### src/core/eqap_defs.vh
`ifndef EQAP_DEFS_VH
`define EQAP_DEFS_VH
`define EQAP_ADDR_CTL        8'h42
`define EQAP_ADDR_THOLD      8'h43
`define EQAP_ADDR_RSVD_LO    8'h44
`define EQAP_ADDR_RSVD_HI    8'h4B
`define EQAP_ADDR_PORT_SEL   8'h4C
`define EQAP_CTL_ERR_SEL_HI  6
`define EQAP_CTL_ERR_SEL_LO  4
`define EQAP_CTL_FILT_ORDER  3
`define EQAP_CTL_TWO_STEP    2
`define EQAP_CTL_LOOP_ORDER  1
`define EQAP_CTL_FILT_EN     0
`define EQAP_RST_ERR_SEL     3'h7
`define EQAP_RST_FILT_ORDER  1'h0
`define EQAP_RST_TWO_STEP    1'h1
`define EQAP_RST_LOOP_ORDER  1'h0
`define EQAP_RST_FILT_EN     1'h0
`define EQAP_RST_THOLD       8'h01
`define EQAP_RST_LOCAL_SEL   1'h0
`define EQAP_SEL_PHYS_HI     7
`define EQAP_SEL_PHYS_LO     6
`define EQAP_SEL_READ_PORT   2
`endif

### src/core/eqap_seq.v
`timescale 1ns/1ps
`include "eqap_defs.vh"
module eqap_seq #(
    parameter EQ_MAX   = 4'hF,
    parameter FILT_MAX = 4'hE
) (
    input  wire        clk_sys_in,
    input  wire        rst_in,
    input  wire        adapt_en_in,
    input  wire        two_step_in,
    input  wire        loop_order_in,
    input  wire        filt_en_in,
    input  wire [7:0]  limit_in,
    input  wire [15:0] relock_in,
    input  wire        err_in,
    input  wire        lock_in,
    output reg  [3:0]  eq_code_out,
    output reg  [3:0]  filt_code_out,
    output reg         valid_out
);
    localparam S_IDLE  = 4'h1;
    localparam S_WAIT  = 4'h2;
    localparam S_CHECK = 4'h4;
    localparam S_MON   = 4'h8;

    reg [3:0]  state_q;
    reg [15:0] tmr_q;
    reg [8:0]  errs_q;
    wire [15:0] half = {1'b0, relock_in[15:1]};
    wire [15:0] full = relock_in;

    function [3:0] wrap_inc;
        input [3:0] v;
        input [3:0] m;
        begin
            wrap_inc = (v == m) ? 4'h0 : v + 4'h1;
        end
    endfunction

    // Advances to the next setting; the inner loop carries into the outer
    task advance;
        begin
            tmr_q  <= 16'h0000;
            errs_q <= 9'h000;
            state_q <= S_WAIT;
            valid_out <= 1'b0;
            if (!filt_en_in)
                eq_code_out <= wrap_inc(eq_code_out, EQ_MAX);
            else if (!loop_order_in)
            begin
                eq_code_out <= wrap_inc(eq_code_out, EQ_MAX);
                if (eq_code_out == EQ_MAX)
                    filt_code_out <= wrap_inc(filt_code_out, FILT_MAX);
            end
            else
            begin
                filt_code_out <= wrap_inc(filt_code_out, FILT_MAX);
                if (filt_code_out == FILT_MAX)
                    eq_code_out <= wrap_inc(eq_code_out, EQ_MAX);
            end
        end
    endtask

    always @(posedge clk_sys_in)
    begin
        if (rst_in)
        begin
            state_q <= S_IDLE;
            tmr_q <= 16'h0000;
            errs_q <= 9'h000;
            eq_code_out <= 4'h0;
            filt_code_out <= 4'h0;
            valid_out <= 1'b0;
        end
        else if (!adapt_en_in)
        begin
            state_q <= S_IDLE;
            tmr_q <= 16'h0000;
            errs_q <= 9'h000;
            valid_out <= 1'b0;
        end
        else
        begin
            case (state_q)
                S_IDLE:
                begin
                    state_q <= S_WAIT;
                    tmr_q <= 16'h0000;
                end
                S_WAIT:
                begin
                    tmr_q <= tmr_q + 16'h0001;
                    if (two_step_in && tmr_q + 16'h0001 >= half)
                    begin
                        tmr_q <= 16'h0000;
                        errs_q <= 9'h000;
                        state_q <= S_CHECK;
                    end
                    else if (!two_step_in && tmr_q + 16'h0001 >= full)
                    begin
                        if (lock_in)
                        begin
                            tmr_q <= 16'h0000;
                            valid_out <= 1'b1;
                            state_q <= S_MON;
                        end
                        else
                            advance;
                    end
                end
                S_CHECK:
                begin
                    tmr_q <= tmr_q + 16'h0001;
                    if (err_in)
                        advance;
                    else if (tmr_q + 16'h0001 >= half)
                    begin
                        tmr_q <= 16'h0000;
                        valid_out <= 1'b1;
                        state_q <= S_MON;
                    end
                end
                S_MON:
                begin
                    if (errs_q + {8'h00, err_in} > {1'b0, limit_in})
                        advance;
                    else if (tmr_q + 16'h0001 >= half)
                    begin
                        tmr_q <= 16'h0000;
                        errs_q <= 9'h000;
                    end
                    else
                    begin
                        tmr_q <= tmr_q + 16'h0001;
                        errs_q <= errs_q + {8'h00, err_in};
                    end
                end
                default:
                    state_q <= S_IDLE;
            endcase
        end
    end
endmodule // eqap_seq

### src/core/eqap_ctl.v
`timescale 1ns/1ps
`include "eqap_defs.vh"
module eqap_ctl #(
    parameter EQ_MAX   = 4'hF,
    parameter FILT_MAX = 4'hE
) (
    input  wire        clk_sys_in,
    input  wire        rst_in,
    input  wire        reg_wr_in,
    input  wire        reg_rd_in,
    input  wire [7:0]  reg_addr_in,
    input  wire [7:0]  reg_wdata_in,
    input  wire        reg_via_bcc_in,
    input  wire        reg_bcc_port_in,
    input  wire [7:0]  page_rdata_p0_in,
    input  wire [7:0]  page_rdata_p1_in,
    input  wire        adapt_en_in,
    input  wire [15:0] eq_relock_period_in,
    input  wire        err_clk_in,
    input  wire        err_seq_in,
    input  wire        err_par_in,
    input  wire        lock_in,
    output reg  [7:0]  reg_rdata_out,
    output reg         reg_rvalid_out,
    output wire [3:0]  eq_code_out,
    output wire [3:0]  filt_code_out,
    output wire        eq_valid_out,
    output reg         filt_order_out
);
    reg [2:0] eq_error_select_q;
    reg       two_step_validate_en_q;
    reg       eq_loop_order_q;
    reg       delay_filter_in_eq_en_q;
    reg [7:0] eq_error_limit_q;
    reg       local_sel_q;
    reg [1:0] bcc_sel_q;
    reg [3:0] err_s1_q;
    reg [3:0] err_s2_q;

    wire      act_sel;
    wire [1:0] physical_port_id;
    wire      err_any;

    assign act_sel = reg_via_bcc_in ? bcc_sel_q[reg_bcc_port_in]
                                    : local_sel_q;
    assign physical_port_id = reg_via_bcc_in ? {1'b0, reg_bcc_port_in}
                                             : 2'b00;
    assign err_any = |(eq_error_select_q & err_s2_q[2:0]);

    // Receiver status is asynchronous here
    always @(posedge clk_sys_in)
    begin
        if (rst_in)
        begin
            err_s1_q <= 4'h0;
            err_s2_q <= 4'h0;
        end
        else
        begin
            err_s1_q <= {lock_in, err_clk_in, err_seq_in, err_par_in};
            err_s2_q <= err_s1_q;
        end
    end

    always @(posedge clk_sys_in)
    begin
        if (rst_in)
        begin
            eq_error_select_q <= `EQAP_RST_ERR_SEL;
            filt_order_out <= `EQAP_RST_FILT_ORDER;
            two_step_validate_en_q <= `EQAP_RST_TWO_STEP;
            eq_loop_order_q <= `EQAP_RST_LOOP_ORDER;
            delay_filter_in_eq_en_q <= `EQAP_RST_FILT_EN;
            eq_error_limit_q <= `EQAP_RST_THOLD;
            local_sel_q <= `EQAP_RST_LOCAL_SEL;
            // Back channel copies start at their own port number
            bcc_sel_q <= 2'b10;
        end
        else if (reg_wr_in)
        begin
            if (reg_addr_in == `EQAP_ADDR_CTL)
            begin
                eq_error_select_q <=
                    reg_wdata_in[`EQAP_CTL_ERR_SEL_HI:`EQAP_CTL_ERR_SEL_LO];
                filt_order_out <= reg_wdata_in[`EQAP_CTL_FILT_ORDER];
                two_step_validate_en_q <= reg_wdata_in[`EQAP_CTL_TWO_STEP];
                eq_loop_order_q <= reg_wdata_in[`EQAP_CTL_LOOP_ORDER];
                delay_filter_in_eq_en_q <= reg_wdata_in[`EQAP_CTL_FILT_EN];
            end
            // Limit register; zero is not blocked
            else if (reg_addr_in == `EQAP_ADDR_THOLD)
                eq_error_limit_q <= reg_wdata_in;
            // Only the selector bit is stored
            else if (reg_addr_in == `EQAP_ADDR_PORT_SEL)
            begin
                if (reg_via_bcc_in)
                    bcc_sel_q[reg_bcc_port_in] <=
                        reg_wdata_in[`EQAP_SEL_READ_PORT];
                else
                    local_sel_q <= reg_wdata_in[`EQAP_SEL_READ_PORT];
            end
        end
    end

    always @(posedge clk_sys_in)
    begin
        if (rst_in)
        begin
            reg_rdata_out <= 8'h00;
            reg_rvalid_out <= 1'b0;
        end
        else
        begin
            reg_rvalid_out <= reg_rd_in;
            if (reg_rd_in)
            begin
                if (reg_addr_in == `EQAP_ADDR_CTL)
                    reg_rdata_out <= {1'b0, eq_error_select_q,
                                      filt_order_out,
                                      two_step_validate_en_q,
                                      eq_loop_order_q,
                                      delay_filter_in_eq_en_q};
                else if (reg_addr_in == `EQAP_ADDR_THOLD)
                    reg_rdata_out <= eq_error_limit_q;
                else if (reg_addr_in >= `EQAP_ADDR_RSVD_LO &&
                         reg_addr_in <= `EQAP_ADDR_RSVD_HI)
                    reg_rdata_out <= 8'h00;
                else if (reg_addr_in == `EQAP_ADDR_PORT_SEL)
                    reg_rdata_out <= {physical_port_id, 3'b000,
                                      act_sel, 2'b00};
                else if (act_sel)
                    reg_rdata_out <= page_rdata_p1_in;
                else
                    reg_rdata_out <= page_rdata_p0_in;
            end
        end
    end

    eqap_seq #(
        .EQ_MAX   (EQ_MAX),
        .FILT_MAX (FILT_MAX)
    ) u_seq (
        .clk_sys_in    (clk_sys_in),
        .rst_in        (rst_in),
        .adapt_en_in   (adapt_en_in),
        .two_step_in   (two_step_validate_en_q),
        .loop_order_in (eq_loop_order_q),
        .filt_en_in    (delay_filter_in_eq_en_q),
        .limit_in      (eq_error_limit_q),
        .relock_in     (eq_relock_period_in),
        .err_in        (err_any),
        .lock_in       (err_s2_q[3]),
        .eq_code_out   (eq_code_out),
        .filt_code_out (filt_code_out),
        .valid_out     (eq_valid_out)
    );
endmodule // eqap_ctl

### config.mk
export PLATFORM = sky130hd
export DESIGN_NAME = eqap_ctl
export DESIGN_NICKNAME = d
export VERILOG_FILES = /design/src/core/eqap_seq.v /design/src/core/eqap_ctl.v
export VERILOG_INCLUDE_DIRS = /design/src /design/src/core
export SDC_FILE = /design/constraint.sdc
export NUM_CORES = 1
export LEC_CHECK = 0
export BUFFER_PORTS_ARGS = -buffer_cell sky130_fd_sc_hd__buf_2
export CELL_PAD_IN_SITES_DETAIL_PLACEMENT = 1
export CELL_PAD_IN_SITES_GLOBAL_PLACEMENT = 1
export CORE_UTILIZATION = 43
export CTS_CLUSTER_SIZE = 24
export DETAILED_ROUTE_END_ITERATION = 7
export MAX_ROUTING_LAYER = met4
export PLACE_DENSITY_LB_ADDON = 0.1
export SLEW_MARGIN = 20
export SYNTH_ARGS = -nofsm -noshare
export SYNTH_HDL_FRONTEND = slang
export SYNTH_SLANG_ARGS = --single-unit
### constraint.sdc
create_clock -name clk_sys_in -period 4.5 [get_ports clk_sys_in]
set_clock_uncertainty 0.05 [all_clocks]
set_input_delay 1.125 -clock clk_sys_in [delete_from_list [all_inputs] [get_ports clk_sys_in]]
set_output_delay 1.125 -clock clk_sys_in [all_outputs]
set_load 0.02 [all_outputs]
Word-level counts from Yosys, hierarchy flattened
Cells that the tools add are included.
{"block": "word_totals", "register_bits": 73, "in_bits": 59, "out_inout_bits": 19, "word_cells": 127}
{"block": "op_classes", "n_addsub": 4, "n_lt_le_gt_ge": 7, "eq_ne": 17, "mux": 59, "n_bitwise": 5, "reduce_logical": 17}
{"op": "$mux 4", "n": 24}
{"op": "$mux 16", "n": 5}
{"op": "$pmux 16 s4", "n": 1}
{"op": "$mux 9", "n": 6}
{"op": "$mux 8", "n": 5}
{"op": "$pmux 9 s3", "n": 1}
{"op": "$eq 8x7->1 const B", "n": 3}
{"op": "$pmux 4 s3", "n": 2}
{"op": "$add 16x1->16 const B", "n": 1}
{"op": "$ge 16x15->1", "n": 1}
{"op": "$ge 16x16->1", "n": 1}
{"op": "$pmux 4 s4", "n": 1}
{"op": "$reduce_and 5->1", "n": 3}
{"op": "$eq 4x4->1 const B", "n": 3}
{"op": "$mux 1", "n": 11}
{"op": "$add 9x1->9", "n": 1}
{"op": "$gt 9x8->1", "n": 1}
{"op": "$add 4x1->4 const B", "n": 2}
{"op": "$ge 8x7->1 const B", "n": 1}
{"op": "$le 8x7->1 const B", "n": 1}
{"op": "$reduce_and 7->1", "n": 1}
{"op": "$ne 2x1->1 const B", "n": 3}
{"op": "$ne 3x1->1 const B", "n": 2}
{"op": "$reduce_and 3->1", "n": 2}
{"op": "other kinds (20)", "n": 27}

Logic depth before layout (Yosys ltp)
Gate-level depths: netlist of the first run.
{"block": "depth", "ltp_word": 9, "depth_mapped": 16, "depth_no_buf": 15}

By module
From an unflattened synthesis of the first run, not the netlist that was laid out.
{"block": "hier_totals", "cells_unflattened": 613, "hier_area_um2": 5178.7}
{"mod": "eqap_seq", "instances": 1, "cells_per_inst": 409, "area_per_inst_um2": 3364.5, "seq_area_each_um2": 760.7}
{"mod": "eqap_ctl", "instances": 1, "cells_per_inst": 204, "area_per_inst_um2": 1814.2, "seq_area_each_um2": 700.7}

Worst setup path after synthesis of the first run
Ideal clock, no wire load.
{"block": "synth_timing", "path_kind": "reg2reg", "from": "reg eq_error_select_q[0]", "to": "reg u_seq.tmr_q[14]", "setup_time_ns": 0.071, "arrival_time_ns": 3.386, "required_time_ns": 4.379, "slack_ns": 0.993, "path_stages_with_launch": 17, "path_buffers": 1, "period_less_slack_ns": 3.507, "path_cell_list": "dfxtp_1 a222oi_1 inv_1 ha_1 ha_1 nand3_2 nor3_1 or2_2 ha_1 a2111oi_0 o21ai_1 o221ai_1 nand3_1 nand4_2 buf_2 nand4_1 a21oi_1"}
{"block": "synth_via", "elab_chain_len": 6, "elab_cells_between_ends": 7, "classes_between": "1 x add/sub; 1 x order compare; 3 x mux; 1 x bitwise; 1 x reduce/logical"}
{"element": "start, declared", "line_no": "eqap_ctl.v:30", "source": "reg [2:0] eq_error_select_q;"}
{"element": "start signal, assigned", "line_no": "eqap_ctl.v:69", "source": "eq_error_select_q <= `EQAP_RST_ERR_SEL;"}
{"element": "start signal, assigned", "line_no": "eqap_ctl.v:83", "source": "eq_error_select_q <="}
{"element": "$and 3x3->3 (*)", "line_no": "eqap_ctl.v:48", "source": "assign err_any = |(eq_error_select_q & err_s2_q[2:0]);"}
{"element": "$reduce_or 3->1 (*)", "line_no": "eqap_ctl.v:48"}
{"element": "$add 9x1->9", "line_no": "eqap_seq.v:125", "source": "if (errs_q + {8'h00, err_in} > {1'b0, limit_in})"}
{"element": "$gt 9x8->1", "line_no": "eqap_seq.v:125"}
{"element": "$mux 16", "line_no": "eqap_seq.v:125"}
{"element": "$pmux 16 s4 (*)", "line_no": "eqap_seq.v:84", "source": "case (state_q)"}
{"element": "end signal, assigned", "line_no": "eqap_seq.v:92", "source": "tmr_q <= tmr_q + 16'h0001;"}
{"element": "end signal, assigned", "line_no": "eqap_seq.v:113", "source": "tmr_q <= tmr_q + 16'h0001;"}
{"element": "end signal, assigned", "line_no": "eqap_seq.v:134", "source": "tmr_q <= tmr_q + 16'h0001;"}
{"element": "end, declared", "line_no": "eqap_seq.v:27", "source": "reg [15:0] tmr_q;"}
Mark *: on every way between the ends. The rest lies on a longest branch, timed or not.
A chain may end at the register's enable or synchronous reset.

Final worst setup path of the first run
{"block": "layout_timing", "from": "reg eq_error_select_q[1]", "to": "reg u_seq.tmr_q[2]"}
The elaborated chain is that of the path after synthesis.

==> results.md, run 1 <==
* Register share of total power at 0.489
* Post-synth EDFFs at 0
* Setup Crit Path Kind: flop to flop
* Slowest CP cell: a222oi_1
* Fin crit share at 0.9258
* Arrival @ worst endpoint at 4.41 ns
* Top cell by count, worst path: ha_1
* Wire per inst at 16.78 um
* DRC violations left at 0
* Clock latency at the later pin of the worst-skew pair at 0.36 ns
* Area grow syn2layout at 15.05%
* Crit. Startpoint: eq_error_select_q[1]
* Gr usage total at 0.2464
* Logic pwr share at 0.111
* Yosys Warn Count at 0
* Hold Buf Count CTS at 0
* Total power at ~0.0014 W
* Finished Cell Area at 5470 um^2
* IO Count at a little under 80
* Fmax achieved at 240.0 MHz
* Final wirelength at between 10 and 15 mm
* Status: complete, no violations
* Slew of the pin with the lowest slew margin at roughly 0.77 ns
* Seq/Total Area, Yosys at 0.3074
* Largest net degree at the start of global routing at 37
* Synthesized area at approximately 4800 um^2
* Critical Path Source Type: flop
* Vias in the first global route at 4459
* Routability cong. at between 0.8 and 0.9
* Cell area after placement at 5268 um^2
* Clock Power Share at 0.401
* Switching Share at 0.2801
* Die height at 107.2 um
* RSZ-0062 raised after global routing: no
* Main synth FF type: dfxtp_1
* Port bufs at 77
* Final setup viols at 0
* CTS tree: built
* Max-slew violation count at 0
* Setup_tns at 0 ns
* Postcts setup bufs at 0
* Pwr dens at 248.1 nW/um^2
* Syn_nets at 663
* H-tree depth at 3
* Via Count at 4428
* Core area at 10790 um^2
* Die W at between 100 and 150 um
* P_leak at 2.469 nW
* Post-route ant nets at 0
* TritonRoute pass-1 iters at 4
* Reg2reg start: eq_error_select_q[1]
* Ant. Diodes at 0
* Synth cell types at 70
* Max Cap Violations at 0
* Hold Vio Cnt, Final at 0
* Initial antenna violation count at 0
* Share of layout cells above drive strength 1 at 0.2025
* Die area at 11480 um^2
* CP endpoint kind: flop
* Pint at 0.0009772 W
* Crit Path Max Fanout at 17
* Num CTS Buffers at 9
* Crit path required time at around 4.8 ns
* Mean Syn Cell Area at 8.475 um^2
* Peak supply drop at 0.1198 mV
* Root Driver: clkbuf_8
* Post_cts resized at 0
* Clock-pin slew on the worst setup and hold paths at 0.09 ns
* Most frequent cells in the layout: buf_2 (77), dfxtp_1 (73), nand2_1 (57)
* Fin crit period at 4.166 ns
* Worst Hold Launch: err_s1_q[0]
* Ys async rst share at 0
* Clk sinks at 73
* Worst Path Buf+Inv at 1
* Largest stage delay, worst path at 0.50 ns
* Crit path cell chain: a222oi_1, inv_1, ha_1, ha_1, nand3_2, nor3_1, or2_2, ha_1, a2111oi_0, o21ai_1, o221ai_1, nand3_1, nand4_2, a41oi_1, mux2i_1
* Fin nets at 739
* Cells after synthesis at 561
* Gr ovfl total at 0
* DP Wirelength at 10.20 mm
* Net Switching at roughly 0.00038 W
* Via density at 5.662
* Global-route wire length before repair at approximately 22 mm
* Hold WC Path Type: flop to flop
* Initial core utilization at 0.4405
* Clk buf depth at 2
* Yosys reg bits at 73
* Crit path max-delay family: compound AO/OA/AOI/OAI gates
* Max-slew headroom at 0.4826
* Commonest non-fill, non-tap cell in the layout: buf_2
* Initial drt markers at 126
* Row cnt at 38
cell usage after synthesis (all sizes together), types with 2 or more instances:
library cell  instances  area (um^2)
dfxtp                73         1461
nand2                57        214.0
nor2                 54        202.7
ha                   43        538.0
inv                  32        120.1
o21ai                32        171.4
mux2i                31        310.3
a21oi                29        148.9
nand3                19        110.1
nor2b                17        106.4
clkbuf               12        45.04
nand4                12        87.58
or2                  12        75.08
nand2b               10        62.56
nor3                 10        55.05
a211oi                8        65.06
a32oi                 7        61.31
xnor2                 7        61.31
xor2                  7        61.31
and2                  6        37.54
o2111ai               6        52.55
o211ai                6        50.05
and3                  5        31.28
o21a                  5        37.54
o221ai                5        43.79
o311ai                5        43.79
buf                   4        32.53
nand3b                4        30.03
nor4                  4        61.31
o22ai                 4        31.28
a2111oi               3        45.05
nor4b                 3        41.29
o41ai                 3        26.28
a21boi                2        15.01
a31oi                 2        18.77
a41oi                 2        17.52
nor3b                 2        15.01
or3b                  2        17.52
or4                   2        15.01
or4b                  2        23.77
cell type report:
cell class	instances	area (um^2)
Timing Repair Buffer	81	415.4
Tap cell	140	175.2
Multi-Input combinational cell	440	3095
Inverter	32	120.1
Sequential cell	73	1461
Clock inverter	7	78.83
Fill cell	1321	5323
Clock buffer	9	123.9
layer usage:
metal | share of wire | GRT usage | wire length, um
met3 | 0.027 | 0.03465 | 356
met5 | 0 | - | 0
met2 | 0.47 | 0.3995 | 6101
met4 | 0.016 | 0.07339 | 212
met1 | 0.49 | 0.3186 | 6449
metrics by stage:
| stage | hold slack [ns] | utilization | cells | setup slack [ns] |
|---|---|---|---|---|
| finish | 0.3789 | 0.5068 | 782 | 0.3341 |
| global route | 0.4028 | 0.5068 | 782 | 0.02375 |
| CTS | 0.3879 | 0.5068 | 782 | 0.3310 |
| detailed placement | 0.3781 | 0.4881 | 766 | 0.3429 |
| global placement | 0.3746 | 0.4881 | 766 | 0.5042 |
| floorplan | 0.3638 | - | 561 | 0.9934 |
power groups by stage:
stage	clock [W]	combinational [W]	sequential, W
floorplan	0	0.0000812	0.000684
global placement	0	0.000145	0.000678
detailed placement	0	0.000150	0.000678
CTS	0.000559	0.000151	0.000663
global route	0.000583	0.000166	0.000665
finish	0.000544	0.000150	0.000663
kinds of logic (layout without fill, tap and decap cells):
kind of cell,Yosys count,after routing,synth area share
DFF,73,73,0.3074
AOI/OAI and AO/OA,128,128,0.1926
and+or+nand+nor,224,224,0.2542
muxes,31,31,0.06526
xor gates and xnor gates,14,14,0.02579
adders and majority gates,43,43,0.1132
buffers and inverters,48,129,0.04158
state kept, by name, indices dropped and copies added (netlist names), 2 cells and up:
register / flops
u_seq.filt_code_out: 4
u_seq.eq_code_out: 4
err_s2_q: 4
err_s1_q: 4
bcc_sel_q: 2
u_seq.state_q: 4
eq_error_limit_q: 8
u_seq.tmr_q: 16
u_seq.errs_q: 9
eq_error_select_q: 3
reg_rdata_out: 8
worst paths after layout:
kind | endpoint | slack, ns | cells past startpoint
max | u_seq.tmr_q[2] | 0.33 | 15
min | err_s2_q[0] | 0.38 | 1
max reg2reg | u_seq.tmr_q[2] | 0.33 | 15
min reg2reg | err_s2_q[0] | 0.38 | 1
Note: power is estimated with default switching activity, not from simulation.
==> run 2, diff against run 1 <==
--- a/config.mk
+++ b/config.mk
@@ -6,10 +6,11 @@
 export SDC_FILE = /design/constraint.sdc
 export NUM_CORES = 1
 export LEC_CHECK = 0
+export ABC_AREA = 1
 export BUFFER_PORTS_ARGS = -buffer_cell sky130_fd_sc_hd__buf_2
 export CELL_PAD_IN_SITES_DETAIL_PLACEMENT = 1
 export CELL_PAD_IN_SITES_GLOBAL_PLACEMENT = 1
-export CORE_UTILIZATION = 43
+export CORE_UTILIZATION = 40
 export CTS_CLUSTER_SIZE = 24
 export DETAILED_ROUTE_END_ITERATION = 7
 export MAX_ROUTING_LAYER = met4
==> constraint.sdc (replaced) <==
create_clock -name clk_sys_in -period 4.5 [get_ports clk_sys_in]
set_clock_uncertainty 0.05 [all_clocks]
set_input_delay 0.225 -clock clk_sys_in [delete_from_list [all_inputs] [get_ports clk_sys_in]]
set_output_delay 0.225 -clock clk_sys_in [all_outputs]
set_load 0.1 [all_outputs]
==> run 2 against run 1 <==
Non-clock buffer count decreased by 4. Cell count increased by 18%. Synthesized area decreased by 1.4%. Global-route usage decreased by 1.4 points. Critical path depth increased by 3. Synthesized cell count increased by 25%. Worst setup slack improved by 0.30 ns. Worst hold slack got worse by 0.34 ns. Critical endpoint is now u_seq.errs_q[5]. Power increased by 21%.
==> results.md, run 2 <==
* Via density at 5.024 (-11%)
* Setup WS post-layout at 0.6303 ns (+0.2962 ns)
* Largest stage delay, worst path at 0.52 ns (+0.02 ns)
* Via Count at 4632 (+4.6%)
* Wire per inst at 14.01 um (-16%)
* Top Registers: u_seq.tmr_q x16, u_seq.errs_q x9
* Worst Reg-to-Reg Cells at 18 (+3)
* Post_cts resized at 0 (unchanged)
* Die height at 110.2 um (+2.9%)
* Setup Crit Path Kind: flop to flop
* Yosys Warn Count at 0 (unchanged)
* Max reg flops at 16 (unchanged)
* Fin crit period at 3.870 ns (-0.2962 ns)
* Slew of the pin with the lowest slew margin at 0.8476 ns (+0.07433 ns)
* DRC violations left at 0 (unchanged)
* DP Wirelength at 10.19 mm (about the same)
* Ys async rst share at 0 (unchanged)
* Cells after synthesis at 700 (+25%)
* Global-route wire length before repair at 21.34 mm (-1.7%)
* Crit Path Max Fanout at 15 (-2)
* Top post-synthesis cells by area: dfxtp_1 (31%), nand2_1 (15%), ha_1 (11%)
* Yosys top cell area share at 0.3118 (+0.004431)
* Sequential Area at 1461 um^2 (unchanged)
* Syn_nets at 802 (+21%)
* Largest reg by FF count: u_seq.tmr_q
* Max-slew headroom at 0.4336 (-0.04901)
* Seq/Total Area, Yosys at 0.3118 (+0.004431)
* Hold Crit Depth at 3 (+2)
* Hold slack at 0.04281 ns (-0.3361 ns)
* Critical Path Source Type: flop
* Cell area after placement at 5182 um^2 (-1.6%)
* Share of layout cells above drive strength 1 at 0.1476 (-0.05487)
* Peak supply drop at 0.2897 mV (+140%)
* Hold WC Path Type: primary input to flop
* Pwr dens at 297.4 nW/um^2 (+20%)
* Initial antenna violation count at 0 (unchanged)
* Worst Hold Launch: err_clk_in
* Most frequent cells in the layout: nand2_1 (182), inv_1 (100), buf_2 (77)
* Top cell by count, worst path: nand3_1
* Finished Cell Area at 5513 um^2 (+0.78%)
* Routability cong. at 0.7928 (-4.8%)
* Core area at 11420 um^2 (+5.8%)
* Clk buf depth at 2 (unchanged)
* Synth cell types at 40 (-43%)
* Area grow syn2layout at 17.62%
* Postcts setup bufs at 0 (unchanged)
* H-tree depth at 3 (unchanged)
* FF-to-FF End: u_seq.errs_q[5]
* Count leader, synth: nand2_1
* Register-to-register setup slack at 0.63 ns (+0.30 ns)
* Top cell type by total area after synthesis: dfxtp_1
* Main synth FF type: dfxtp_1
* Num CTS Buffers at 9 (unchanged)
* Reg2reg start: u_seq.tmr_q[0]
* Setup_tns at 0 ns (unchanged)
* Ant. Diodes at 0 (unchanged)
* Initial core utilization at 0.4105 (-0.03005)
* Max Cap Violations at 0 (unchanged)
* Fmax achieved at 258.4 MHz (+7.7%)
* Max-slew violation count at 0 (unchanged)
* Slowest CP cell: o21ai_2
* Hold Buf Count CTS at 0 (unchanged)
* Root Driver: clkbuf_16
* RSZ-0062 raised after global routing: no
* Clk sinks at 73 (unchanged)
* Synthesized area at 4687 um^2 (-1.4%)
* CP endpoint kind: flop
* Final wirelength at 12.92 mm (-1.5%)
* Filler cells at 1541 (+17%)
* Final setup viols at 0 (unchanged)
* Crit path cell chain: ha_1, nand2_1, nor3_1, nand3_1, nor2_1, nand3_1, xor2_1, inv_1, ha_1, nand2_1, nor3_1, nand3_1, nand3_1, a21oi_1, o21ai_2, nand2_1, nor2_1, nor2_1
* Port bufs at 77 (unchanged)
* Gr ovfl total at 0 (unchanged)
* Post-synth EDFFs at 0 (unchanged)
* Die W at 110.2 um (+2.9%)
* Status: complete, no violations
* Commonest non-fill, non-tap cell in the layout: nand2_1
* Fin nets at 876 (+19%)
* Row cnt at 39 (+2.6%)
* CTS tree: built
* Vias in the first global route at 4506 (+1.1%)
* Post-route ant nets at 0 (unchanged)
* Arrival @ worst endpoint at 4.05 ns (-0.36 ns)
* Total power at 0.001639 W (+21%)
* TritonRoute pass-1 iters at 4 (unchanged)
* Fin crit share at 0.8599 (-0.06582)
* Initial drt markers at 192 (+52%)
* IO Count at 78 (unchanged)
* Clock latency at the later pin of the worst-skew pair at 0.34 ns (-0.02 ns)
* Largest net degree at the start of global routing at 25 (-32%)
* Mean Syn Cell Area at 6.696 um^2 (-21%)
* Clock-pin slew on the worst setup and hold paths at 0.06 ns (-0.03 ns)
* Area occupied by multi-input gates at 2763 um^2 (-11%)
* Hold endpoint: err_s1_q[2]
* Die area at 12150 um^2 (+5.9%)
* Top cells by count, synth: nand2_1 (182), inv_1 (100), a21oi_1 (76)
* Hold Vio Cnt, Final at 0 (unchanged)
* Crit path required time at 4.68 ns (-0.07 ns)
* P_leak at 2.724 nW (+10%)
* Setup WS pre-CTS at 0.6063 ns (+0.2635 ns)
* Yosys reg bits at 73 (unchanged)
* Gr usage total at 0.2328 (-0.01364)
==> run 2: cell count changes after synthesis, sizes merged, moves of 6 or more <==
cell | before | now
nand2 | 57 | 191
inv | 32 | 102
a21oi | 29 | 77
mux2i | 31 | 1
nand3 | 19 | 43
nor2b | 17 | 0
nor2 | 54 | 66
nand2b | 10 | 0
a211oi | 8 | 0
a32oi | 7 | 0
and2 | 6 | 0
o21ai | 32 | 26
==> run 2: metal layers <==
layer / part of all wire / up-vias / track usage
met5: 0 / - / -
met1: 0.48 / 2169 / 0.2896
li1: - / 2400 / -
met2: 0.49 / 53 / 0.3895
met4: 0.0072 / 0 / 0.05075
met3: 0.029 / 10 / 0.04644
==> run 2: logic make-up after synthesis <==
logic type,after synthesis,synth area share
adders and majority gates,43,0.1148
xor gates and xnor gates,17,0.03177
DFF,73,0.3118
and+or+nand+nor,328,0.3033
buffers and inverters,119,0.09877
AOI/OAI and AO/OA,119,0.1375
muxes,1,0.002136
==> run 2: layout make-up <==
type / count / share of cell area
clock inverter: 5 / 0.01407
clock buffer: 11 / 0.04585
tap: 143 / 0.03246
multi-input combinational: 508 / 0.5011
timing repair buffer: 77 / 0.06990
sequential: 73 / 0.2651
inverter: 105 / 0.07149
==> run 2: worst max-delay path by stage <==
stage | depth (start not counted) | slack, ns | endpoint | startpoint
after floorplan | 19 | 1.49 | u_seq.errs_q[0] | u_seq.tmr_q[0]
after global placement | 18 | 0.89 | u_seq.errs_q[5] | u_seq.tmr_q[0]
after detailed placement | 18 | 0.61 | u_seq.errs_q[5] | u_seq.tmr_q[0]
after CTS | 18 | 0.59 | u_seq.errs_q[5] | u_seq.tmr_q[0]
after global routing | 18 | 0.19 | u_seq.errs_q[5] | u_seq.tmr_q[0]
final | 18 | 0.63 | u_seq.errs_q[5] | u_seq.tmr_q[0]
==> run 2: critical path, delay by kind of cell, from the launching register on <==
family                     cells  cell delay, ns
xor gates and xnor gates       1            0.19
DFF                            1            0.42
buffers and inverters          1            0.09
adders and majority gates      2            0.50
and+or+nand+nor               12            1.85
AOI/OAI and AO/OA              2            0.66
==> run 2: metrics by stage <==
step / utilization / instances
after global placement: 0.4539 / 906
final: 0.4828 / 922
after CTS: 0.4828 / 922
after floorplan: - / 700
after global routing: 0.4828 / 922
after detailed placement: 0.4539 / 906
==> run 2: report_power, final <==
part	leakage (nW)	switching, W	internal [W]
Clock	0.162	0.000278	0.000513
Combinational	1.97	0.000128	0.0000568
Sequential	0.592	0.00000578	0.000658
Total	2.72	0.000411	0.00123
